## config.mk

```make
export PLATFORM = sky130hd
export DESIGN_NAME = rtmc_core
export DESIGN_NICKNAME = d
export VERILOG_FILES = /design/src/rtmc_pkg.sv /design/src/rtmc_core.sv /design/src/rtmc_timer.sv
export SDC_FILE = /design/constraint.sdc
export NUM_CORES = 1
export LEC_CHECK = 0
export ABC_AREA = 1
export BUFFER_PORTS_ARGS = -buffer_cell sky130_fd_sc_hd__buf_2
export CAP_MARGIN = 40
export CORE_MARGIN = 5
export CORE_UTILIZATION = 55
export CTS_CLUSTER_DIAMETER = 30
export DETAILED_ROUTE_END_ITERATION = 12
export PLACE_DENSITY_LB_ADDON = 0.08
export SLEW_MARGIN = 20
export SYNTH_ARGS = -nofsm -noshare
export SYNTH_HDL_FRONTEND = slang
export SYNTH_SLANG_ARGS = --single-unit
export TNS_END_PERCENT = 50
```

## constraint.sdc

```tcl
create_clock -name clk_sys -period 5.95 [get_ports clk_sys]
set_input_delay 0.2975 -clock clk_sys [delete_from_list [all_inputs] [get_ports clk_sys]]
set_output_delay 0.2975 -clock clk_sys [all_outputs]
set_load 0.01 [all_outputs]
```

## src/rtmc_pkg.sv

```systemverilog
// What this block does
// - Decode transmit status, transmitter shutdown, override shutdown and reset terminal mode codes.
// - Subaddress 00000 and 11111 both mark a mode command, with identical function.
// - On reset mode command send the status word first, then begin reset.
// - During reset answer valid commands with silence, busy status or normal response.
// - Data words sent during reset carry valid content only.
// - Reset completes within 5.0 ms after the status word parity bit.
// - Optional self-test: send status word first, then start self-test.
// - A later valid command may abort a running self-test.
// - During self-test answer valid commands with silence, busy status or normal response.
// - Data words sent during self-test carry valid content only.
// - Self-test completes with results ready within 100.0 ms after the status word.
// - The status word holds valid contents always, from power-up onward.
// - The message error status bit is implemented.
// - Instrumentation bit and reserved status bits are always zero.
// - Service request bit is optional; here software sets it.
// - Broadcast support requires the broadcast command received bit.
// - Subsystem self-test capability requires the subsystem flag bit.
// - Dynamic bus control support requires the acceptance bit.
// - Terminal self-test capability requires the terminal flag bit.
// - Conditions affecting bus communication are reported through the busy bit.
// - Busy only from specific commands, or together with a fault flag.
package rtmc_pkg;
   // register byte offsets
   localparam logic [7:0] OFS_CTRL   = 8'h00;
   localparam logic [7:0] OFS_STATUS = 8'h04;
   localparam logic [7:0] OFS_STATE  = 8'h08;
   // control register fields
   localparam int CTRL_W      = 5;
   localparam int CTRL_SRQ    = 0;
   localparam int CTRL_DBC_EN = 1;
   localparam int CTRL_BC_EN  = 2;
   localparam int CTRL_ST_EN  = 3;
   localparam int CTRL_SS_EN  = 4;
   localparam logic [CTRL_W-1:0] CTRL_RESET = 5'h00;
   // status word field positions
   localparam int SW_ADDR_LSB = 11;
   localparam int SW_ME       = 10;
   localparam int SW_INSTR    = 9;
   localparam int SW_SRQ      = 8;
   localparam int SW_RSV_LSB  = 5;
   localparam int SW_BCR      = 4;
   localparam int SW_BUSY     = 3;
   localparam int SW_SSF      = 2;
   localparam int SW_DBCA     = 1;
   localparam int SW_TF       = 0;
   // mode command markers and codes
   localparam logic [4:0] SA_MODE_LO  = 5'h00;
   localparam logic [4:0] SA_MODE_HI  = 5'h1f;
   localparam logic [4:0] MC_DBC      = 5'h00;
   localparam logic [4:0] MC_TXSTATUS = 5'h02;
   localparam logic [4:0] MC_SELFTEST = 5'h03;
   localparam logic [4:0] MC_SHUTDOWN = 5'h04;
   localparam logic [4:0] MC_OVERRIDE = 5'h05;
   localparam logic [4:0] MC_RESET    = 5'h08;
   // axi responses
   localparam logic [1:0] RESP_OKAY   = 2'h0;
   localparam logic [1:0] RESP_SLVERR = 2'h2;
   // deadlines, longest times so counts round down
   localparam int  CLK_PERIOD_NS   = 100;
   localparam real RST_TIME_MS     = 5.0;
   localparam real ST_TIME_MS      = 100.0;
   localparam int  RST_CYC         = int'($floor(RST_TIME_MS * 1.0e6 / CLK_PERIOD_NS));
   localparam int  ST_CYC          = int'($floor(ST_TIME_MS * 1.0e6 / CLK_PERIOD_NS));
   localparam int  TMR_W           = 20;
endpackage : rtmc_pkg

```

## src/rtmc_core.sv

```systemverilog
// Decided for this implementation: register access over AXI4-Lite and the register offsets.
module rtmc_core #(
   parameter int unsigned RESET_CYCLES    = rtmc_pkg::RST_CYC,
   parameter int unsigned SELFTEST_CYCLES = rtmc_pkg::ST_CYC
) (
   // clock and reset
   input  wire logic        clk_sys,
   input  wire logic        sys_rst,
   // axi4-lite slave
   input  wire logic [7:0]  awaddr,
   input  wire logic        awvalid,
   output logic             awready,
   input  wire logic [31:0] wdata,
   input  wire logic [3:0]  wstrb,
   input  wire logic        wvalid,
   output logic             wready,
   output logic [1:0]       bresp,
   output logic             bvalid,
   input  wire logic        bready,
   input  wire logic [7:0]  araddr,
   input  wire logic        arvalid,
   output logic             arready,
   output logic [31:0]      rdata,
   output logic [1:0]       rresp,
   output logic             rvalid,
   input  wire logic        rready,
   // decoded command from the word receiver
   input  wire logic        cmdValid,
   input  wire logic        cmdMsgErr,
   input  wire logic        cmdBroadcast,
   input  wire logic        cmdBus,
   input  wire logic [4:0]  cmdSubaddr,
   input  wire logic [4:0]  cmdCount,
   input  wire logic [4:0]  rtAddr,
   // word transmitter handshake
   input  wire logic        txStatusDone,
   output logic             rspValid,
   output logic [15:0]      rspWord,
   output logic             txOffA,
   output logic             txOffB,
   // subsystem side
   input  wire logic        ssFault,
   input  wire logic        selfTestFail,
   output logic             resetActive,
   output logic             selfTestActive
);
   import rtmc_pkg::*;

   typedef enum logic [2:0] {
      MC_IDLE,
      MC_WAIT_RST,
      MC_RESETTING,
      MC_WAIT_ST,
      MC_TESTING
   } rtmc_state_t;

   typedef struct packed {
      rtmc_state_t       st;
      logic              meBit;
      logic              bcrBit;
      logic              dbcaBit;
      logic              tfBit;
      logic              txOffA;
      logic              txOffB;
      logic              rstAct;
      logic              stAct;
      logic              rspValid;
      logic [15:0]       rspWord;
      logic [CTRL_W-1:0] ctrl;
      logic              awGot;
      logic [7:0]        awAddr;
      logic              wGot;
      logic [31:0]       wData;
      logic [3:0]        wStrb;
      logic              awready;
      logic              wready;
      logic              bvalid;
      logic [1:0]        bresp;
      logic              arready;
      logic              rvalid;
      logic [1:0]        rresp;
      logic [31:0]       rdata;
   } rtmc_core_t;

   rtmc_core_t core_reg;
   rtmc_core_t core_next;
   logic       rstDone;
   logic       stDone;
   // timers are started in the cycle the state changes, so no extra cycle is lost
   logic       rstStart;
   logic       stStart;
   logic       stAbort;

   function automatic logic isModeCmd(input logic [4:0] sa);
      return (sa == SA_MODE_LO) || (sa == SA_MODE_HI);
   endfunction : isModeCmd

   // reserved and instrumentation positions are never written, so they stay zero
   function automatic logic [15:0] buildStatus(input logic [4:0] addr, input logic me,
                                               input logic srq, input logic bcr,
                                               input logic busy, input logic ssf,
                                               input logic dbca, input logic tf);
      logic [15:0] w;
      w                           = 16'h0000;
      w[SW_ADDR_LSB +: 5]         = addr;
      w[SW_ME]                    = me;
      w[SW_SRQ]                   = srq;
      w[SW_BCR]                   = bcr;
      w[SW_BUSY]                  = busy;
      w[SW_SSF]                   = ssf;
      w[SW_DBCA]                  = dbca;
      w[SW_TF]                    = tf;
      return w;
   endfunction : buildStatus

   rtmc_timer #(
      .CYC (RESET_CYCLES)
   ) u_rst_timer (
      .clk_sys (clk_sys),
      .sys_rst (sys_rst),
      .start   (rstStart),
      .abort   (1'b0),
      .running (),
      .done    (rstDone)
   );

   rtmc_timer #(
      .CYC (SELFTEST_CYCLES)
   ) u_st_timer (
      .clk_sys (clk_sys),
      .sys_rst (sys_rst),
      .start   (stStart),
      .abort   (stAbort),
      .running (),
      .done    (stDone)
   );

   always_comb begin
      logic        ssf;
      logic        busy;
      logic        bcOk;
      logic [31:0] rd;
      core_next          = core_reg;
      ssf                = ssFault & core_reg.ctrl[CTRL_SS_EN];
      bcOk               = ~cmdBroadcast | core_reg.ctrl[CTRL_BC_EN];
      busy               = 1'b0;
      rd                 = 32'h0000_0000;
      core_next.rspValid = 1'b0;
      rstStart           = 1'b0;
      stStart            = 1'b0;
      stAbort            = 1'b0;

      // completion of timed operations
      if (core_reg.st == MC_RESETTING && rstDone) begin
         core_next.st = MC_IDLE;
      end
      if (core_reg.st == MC_TESTING && stDone) begin
         core_next.st    = MC_IDLE;
         core_next.tfBit = selfTestFail;
      end
      // the timed operation starts only once our status word has left
      if (txStatusDone && core_reg.st == MC_WAIT_RST) begin
         core_next.st       = MC_RESETTING;
         rstStart           = 1'b1;
      end
      if (txStatusDone && core_reg.st == MC_WAIT_ST) begin
         core_next.st      = MC_TESTING;
         stStart           = 1'b1;
      end

      if (cmdValid && bcOk) begin
         if (cmdMsgErr) begin
            // no answer to a faulty message, only the flag
            core_next.meBit = 1'b1;
         end else if (core_reg.st == MC_RESETTING) begin
            // status-only busy answer: no data word can leave mid reset
            if (!cmdBroadcast) begin
               core_next.rspValid = 1'b1;
            end
         end else begin
            if (core_reg.st == MC_TESTING || core_reg.st == MC_WAIT_ST) begin
               core_next.st      = MC_IDLE;
               stAbort           = 1'b1;
            end
            if (!(isModeCmd(cmdSubaddr) && cmdCount == MC_TXSTATUS)) begin
               core_next.meBit   = 1'b0;
               core_next.bcrBit  = cmdBroadcast;
               core_next.dbcaBit = 1'b0;
            end
            if (isModeCmd(cmdSubaddr)) begin
               case (cmdCount)
                  MC_SHUTDOWN: begin
                     if (cmdBus) begin
                        core_next.txOffA = 1'b1;
                     end else begin
                        core_next.txOffB = 1'b1;
                     end
                  end
                  MC_OVERRIDE: begin
                     if (cmdBus) begin
                        core_next.txOffA = 1'b0;
                     end else begin
                        core_next.txOffB = 1'b0;
                     end
                  end
                  MC_RESET: begin
                     // a broadcast gets no status word, so reset begins at once
                     if (cmdBroadcast) begin
                        core_next.st       = MC_RESETTING;
                        rstStart           = 1'b1;
                     end else begin
                        core_next.st = MC_WAIT_RST;
                     end
                  end
                  MC_SELFTEST: begin
                     if (core_reg.ctrl[CTRL_ST_EN]) begin
                        if (cmdBroadcast) begin
                           core_next.st      = MC_TESTING;
                           stStart           = 1'b1;
                        end else begin
                           core_next.st = MC_WAIT_ST;
                        end
                     end
                  end
                  MC_DBC: begin
                     if (core_reg.ctrl[CTRL_DBC_EN] && !cmdBroadcast) begin
                        core_next.dbcaBit = 1'b1;
                     end
                  end
                  default: begin
                  end
               endcase
            end
            core_next.rspValid = ~cmdBroadcast;
         end
      end

      // reset start clears both transmitter shutdowns, the dynamic bus control acceptance bit and the terminal flag
      if (rstStart) begin
         core_next.txOffA  = 1'b0;
         core_next.txOffB  = 1'b0;
         core_next.dbcaBit = 1'b0;
         core_next.tfBit   = 1'b0;
      end
      core_next.rstAct = (core_next.st == MC_RESETTING);
      core_next.stAct  = (core_next.st == MC_TESTING);
      // busy only while commanded reset runs or with a subsystem fault flag
      busy = core_next.rstAct | ssf;
      if (core_next.rspValid) begin
         core_next.rspWord = buildStatus(rtAddr, core_next.meBit,
                                         core_reg.ctrl[CTRL_SRQ],
                                         core_next.bcrBit, busy, ssf,
                                         core_next.dbcaBit, core_next.tfBit);
      end

      // axi write channel
      if (core_reg.bvalid && bready) begin
         core_next.bvalid = 1'b0;
      end
      if (awvalid && core_reg.awready) begin
         core_next.awGot  = 1'b1;
         core_next.awAddr = awaddr;
      end
      if (wvalid && core_reg.wready) begin
         core_next.wGot  = 1'b1;
         core_next.wData = wdata;
         core_next.wStrb = wstrb;
      end
      if (core_next.awGot && core_next.wGot && !core_next.bvalid) begin
         core_next.awGot  = 1'b0;
         core_next.wGot   = 1'b0;
         core_next.bvalid = 1'b1;
         core_next.bresp  = RESP_OKAY;
         if (core_next.awAddr == OFS_CTRL) begin
            if (core_next.wStrb[0]) begin
               core_next.ctrl = core_next.wData[CTRL_W-1:0];
            end
         end else if (core_next.awAddr == OFS_STATUS || core_next.awAddr == OFS_STATE) begin
            core_next.bresp = RESP_OKAY;
         end else begin
            core_next.bresp = RESP_SLVERR;
         end
      end
      core_next.awready = ~core_next.awGot & ~core_next.bvalid;
      core_next.wready  = ~core_next.wGot & ~core_next.bvalid;

      // axi read channel
      if (core_reg.rvalid && rready) begin
         core_next.rvalid = 1'b0;
      end
      if (arvalid && core_reg.arready) begin
         core_next.rvalid = 1'b1;
         core_next.rresp  = RESP_OKAY;
         if (araddr == OFS_CTRL) begin
            rd[CTRL_W-1:0] = core_reg.ctrl;
         end else if (araddr == OFS_STATUS) begin
            rd[15:0] = buildStatus(rtAddr, core_reg.meBit, core_reg.ctrl[CTRL_SRQ],
                                   core_reg.bcrBit, core_reg.rstAct | ssf, ssf,
                                   core_reg.dbcaBit, core_reg.tfBit);
         end else if (araddr == OFS_STATE) begin
            rd[4:0] = {core_reg.txOffB, core_reg.txOffA, core_reg.tfBit,
                       core_reg.stAct, core_reg.rstAct};
         end else begin
            core_next.rresp = RESP_SLVERR;
         end
         core_next.rdata = rd;
      end
      core_next.arready = ~core_next.rvalid;
   end

   always_ff @(posedge clk_sys or posedge sys_rst) begin
      if (sys_rst) begin
         core_reg <= '0;
      end else begin
         core_reg <= core_next;
      end
   end

   assign awready        = core_reg.awready;
   assign wready         = core_reg.wready;
   assign bvalid         = core_reg.bvalid;
   assign bresp          = core_reg.bresp;
   assign arready        = core_reg.arready;
   assign rvalid         = core_reg.rvalid;
   assign rresp          = core_reg.rresp;
   assign rdata          = core_reg.rdata;
   assign rspValid       = core_reg.rspValid;
   assign rspWord        = core_reg.rspWord;
   assign txOffA         = core_reg.txOffA;
   assign txOffB         = core_reg.txOffB;
   assign resetActive    = core_reg.rstAct;
   assign selfTestActive = core_reg.stAct;

   // helper counters for the deadline checks
   logic [TMR_W:0] rstRun;
   logic [TMR_W:0] stRun;
   always_ff @(posedge clk_sys or posedge sys_rst) begin
      if (sys_rst) begin
         rstRun <= '0;
         stRun  <= '0;
      end else begin
         rstRun <= core_reg.rstAct ? rstRun + (TMR_W+1)'(1) : '0;
         stRun  <= core_reg.stAct ? stRun + (TMR_W+1)'(1) : '0;
      end
   end

   chk_reset_deadline: assert property (@(posedge clk_sys) disable iff (sys_rst)
      rstRun <= (TMR_W+1)'(RESET_CYCLES + 1))
      else $error("reset ran past its deadline");

   chk_selftest_deadline: assert property (@(posedge clk_sys) disable iff (sys_rst)
      stRun <= (TMR_W+1)'(SELFTEST_CYCLES + 1))
      else $error("self-test ran past its deadline");

   chk_status_first: assert property (@(posedge clk_sys) disable iff (sys_rst)
      $rose(core_reg.rstAct) |-> $past(txStatusDone) || $past(cmdValid && cmdBroadcast))
      else $error("reset began before status word was sent");

   chk_busy_in_reset: assert property (@(posedge clk_sys) disable iff (sys_rst)
      (rspValid && resetActive) |-> rspWord[SW_BUSY])
      else $error("answer during reset lacks busy");

   chk_zero_bits: assert property (@(posedge clk_sys) disable iff (sys_rst)
      rspValid |-> (rspWord[SW_INSTR] == 1'b0) && (rspWord[SW_RSV_LSB +: 3] == 3'h0))
      else $error("instrumentation or reserved bit set");

   chk_msg_error: assert property (@(posedge clk_sys) disable iff (sys_rst)
      (cmdValid && cmdMsgErr && !cmdBroadcast) |=> core_reg.meBit && !rspValid)
      else $error("message error not flagged");

   chk_abort_test: assert property (@(posedge clk_sys) disable iff (sys_rst)
      (selfTestActive && cmdValid && !cmdMsgErr && !cmdBroadcast) |=> !selfTestActive)
      else $error("self-test not aborted by command");

   chk_busy_cause: assert property (@(posedge clk_sys) disable iff (sys_rst)
      (rspValid && rspWord[SW_BUSY]) |-> resetActive || $past(ssFault))
      else $error("busy without a cause");

   chk_shutdown_hi: assert property (@(posedge clk_sys) disable iff (sys_rst)
      (cmdValid && !cmdMsgErr && !cmdBroadcast && !resetActive && cmdSubaddr == SA_MODE_HI
       && cmdCount == MC_SHUTDOWN) |=> ($past(cmdBus) ? txOffA : txOffB))
      else $error("shutdown via upper mode marker ignored");
endmodule : rtmc_core

```

## src/rtmc_timer.sv

```systemverilog
module rtmc_timer #(
   parameter int unsigned CYC = 16
) (
   // clock and reset
   input  wire logic clk_sys,
   input  wire logic sys_rst,
   // control
   input  wire logic start,
   input  wire logic abort,
   // state
   output logic      running,
   output logic      done
);
   import rtmc_pkg::*;

   typedef struct packed {
      logic [TMR_W-1:0] cnt;
      logic             run;
      logic             done;
   } rtmc_tmr_t;

   rtmc_tmr_t tmr_reg;
   rtmc_tmr_t tmr_next;

   always_comb begin
      tmr_next      = tmr_reg;
      tmr_next.done = 1'b0;
      // a restart in the abort cycle must win, or the new run would never finish
      if (start) begin
         tmr_next.run = 1'b1;
         tmr_next.cnt = TMR_W'(CYC - 1);
      end else if (abort) begin
         tmr_next.run = 1'b0;
      end else if (tmr_reg.run) begin
         if (tmr_reg.cnt == '0) begin
            tmr_next.run  = 1'b0;
            tmr_next.done = 1'b1;
         end else begin
            tmr_next.cnt = tmr_reg.cnt - TMR_W'(1);
         end
      end
   end

   always_ff @(posedge clk_sys or posedge sys_rst) begin
      if (sys_rst) begin
         tmr_reg <= '0;
      end else begin
         tmr_reg <= tmr_next;
      end
   end

   assign running = tmr_reg.run;
   assign done    = tmr_reg.done;
endmodule : rtmc_timer

```

==> run_results.csv <==
group,metric,value,unit
clock_tree,root_buffer,"clkbuf_8",
clock_tree,postCtsHoldBufs,0,
sta,finalCritPeriodShare,36.80,%
synth,ys_warn_count,0,
detailed_routing,wl_per_cell,12.74,microns
setup_path,worstSetupPathType,"flip-flop to flip-flop",
clock_tree,cts_buffers,9,
finish,fillers,947,
global_routing,grtUsageTotal,19.38,%
sta,worst_pin_slew,699.4,ps
pwr,comb_power_share,27.8,%
placed_design,placedCellCount,928,
detailed_routing,ant_nets,0,
finish,largest_reg_flops,28,
clock_tree,cts_tree,"yes",
detailed_routing,dr.first_iter.drc_count,295,
placed_design,routabilityCongestion,0.8464,
setup_path,startpoint_type,"flip-flop",
status,status,"complete, but fails checks",
sta,setup_ws,3761,ps
synth,syn_area_per_cell,7.829,sq um
die,io_pins,143,
pwr,power.leakage,3.316,nW
sta,rsz0062_at_grt,"no",
pwr,p_switching,749.9,uW
sta,setup_viol,0,
synth,synth.largest_area_cell,"dfrtp_1",
clock_tree,worstSkewPairLatency,370,ps
pwr,intPower,1.320,mW
pwr,power.total,2.070,mW
pwr,p_seq_share,49.0,%
clock_tree,cts.sinks,108,
finish,final_common_cell,"nand2_1",
global_routing,grt_max_degree,58,
detailed_routing,dr.pass1.iters,5,
sta,holdWs,-4.729,ps
sta,min_period,2189,ps
clock_tree,clkTransAtPathRegs,120,ps
job,maxCapViolCount,0,
detailed_routing,drc_errors,0,
finish,final_layout_size_suffix_gt1_share,17.33,%
synth,synthArstFlopShare,100.0,%
clock_tree,cts_buffer_depth,2,
synth,ys_types,43,
die,initial_utilization,56.27,%
worst_hold_path,holdCritPathClass,"input pin to asynchronous set/reset pin",
sta,hold_viol,2,
pwr,ir_worst_vdd,0.2066,mV
placed_design,placed_cell_area,6057,sq um
status,violations,"negative hold slack",
global_routing,grt_overflow,0,
synth,ys_ff_latch,108,
synth,synthTopCellsByArea,"dfrtp_1, nand2_1, buf_4, inv_1, nor2_1",
placed_design,io_buffers,86,
synth,synth-edff-count,0,
finish,stdcell_area,6270,sq um
sta,skew,20.54,ps
clock_tree,cts_max_level,3,
die,die_height,112.8,microns
detailed_routing,vias_per_cell,5.024,
finish,layout.cells.non_filler,944,
setup_path,end_kind,"flip-flop",
sta,slew_viol_final,0,
sta,max_slew_margin,53.38,%
placed_design,dpl.hpwl,8960,microns
die,die_w,112.8,microns
global_routing,grt_pass1_vias,4621,
placed_design,place_ws,3760,ps
finish,n_antenna_cell,0,
synth,synth_cells,742,
finish,final_cell_mix,"nand2_1, dfrtp_1, inv_1",
pwr,clock_power_share,23.2,%
die,coreArea,10320,sq um
clock_tree,postCtsSetupBuffers,0,
detailed_routing,wl,12030,microns
pwr,switching_share,36.22,%
global_routing,antenna_found_initial,0,
synth,ys_seq_area_share,46.52,%
setup_path,critPathRequiredTime,6180,ps
sta,fmaxAchievable,456.7,MHz
sta,setup_tns,0,ps
die,dieArea,12720,sq um
finish,layout.nets,886,
detailed_routing,vias,4743,
finish,area_growth,7.926,%
die,row_count,37,
setup_path,cp_data_arrival_time,2420,ps
pwr,powerDensity,330.2,nW/um^2
synth,netlist_area,5809,sq um
synth,synth_top_area_share,46.52,%
synth,synth_flop_cell,"dfrtp_1",
clock_tree,cts_resized,0,
setup_path,cp_max_fo,17,
global_routing,grt_pass1_wl,20670,microns
==> worst max-delay path: stages, from the launching register on <==
cell,delay (ps)
dfrtp_1,410
inv_1,160
ha_1,230
nand3_1,160
nor2_2,180
inv_2,70
nor2_2,140
nand2_2,110
nand2_4,170
inv_2,140
nand2_1,100
xor2_1,150
nor2_1,50
==> final cells by class <==
| class | instances | area [sq um] | area share [%] |
|---|---|---|---|
| Clock inverter | 7 | 88.84 | 1.417 |
| Sequential cell | 108 | 2703 | 43.11 |
| Multi-Input combinational cell | 489 | 2333 | 37.22 |
| Tap cell | 136 | 170.2 | 2.714 |
| Clock buffer | 9 | 123.9 | 1.976 |
| Timing Repair Buffer | 87 | 437.9 | 6.985 |
| Inverter | 108 | 412.9 | 6.586 |
==> power groups by stage <==
stage	clock, mW	combinational [mW]	sequential, mW
2_1_floorplan	0	0.468	1.01
3_3_place_gp	0	0.556	1.02
3_5_place_dp	0	0.579	1.03
4_1_cts	0.495	0.581	1.01
5_1_grt	0.527	0.664	1.03
6_report	0.480	0.576	1.01
==> final timing paths <==
check,cells past startpoint,to,slack (ps),startpoint
max,12,u_rst_timer.tmr_reg[14],3760,u_rst_timer.tmr_reg[2]
min,2,u_rst_timer.tmr_reg[7],-5,sys_rst
max reg2reg,12,u_rst_timer.tmr_reg[14],3760,u_rst_timer.tmr_reg[2]
min reg2reg,1,arready,460,rvalid
max in group asynchronous,3,rspWord[1],4800,sys_rst
min in group clk_sys,3,core_reg[79],130,awaddr[1]
==> through the flow <==
step	util (%)	hold slack [ps]
final	60.73	-4.729
after global routing	60.73	46.23
after CTS	60.73	6.921
after detailed placement	58.67	437.3
after global placement	58.67	431.6
after floorplan	-	393.2
==> cells by family (layout without fill, tap and decap cells) <==
group | count (synthesis) | count (layout) | synth area share, %
AOI/OAI and AO/OA | 85 | 85 | 8.098
xor gates and xnor gates | 8 | 8 | 1.206
adders and majority gates | 2 | 2 | 0.4307
buffers and inverters | 170 | 211 | 14.93
DFF | 108 | 108 | 46.52
other | 1 | 26 | 0.06455
and+or+nand+nor | 368 | 368 | 28.75
==> cell usage after synthesis, types with 2 or more instances <==
master and n:
buf_4 53, dfrtp_1 108, clkbuf_1 3, o211ai_1 7, or2_2 7, inv_2 4
nand2_4 2, inv_4 2, nor3b_2 3, o21ai_1 7, ha_1 2, or2_1 3
nor4_1 4, o21ai_0 50, nand3_2 2, and2_1 5, a21boi_0 3, nor2_2 7
a21oi_1 11, nand4_1 20, inv_1 102, nand3_1 49, buf_2 2, buf_6 3
nor3_1 12, xor2_1 5, xnor2_1 3, nand2_1 163, nor2_1 82, nand2_2 5
==> routing by layer <==
layer | track usage, % | vias to the layer above | share of wire, %
met2 | 33.33 | 123 | 48
met5 | 0 | - | 0
met1 | 24.98 | 2209 | 46
li1 | - | 2400 | -
met4 | 4.888 | 0 | 1.1
met3 | 4.225 | 11 | 4.9
(Power assumes the default switching activity.)
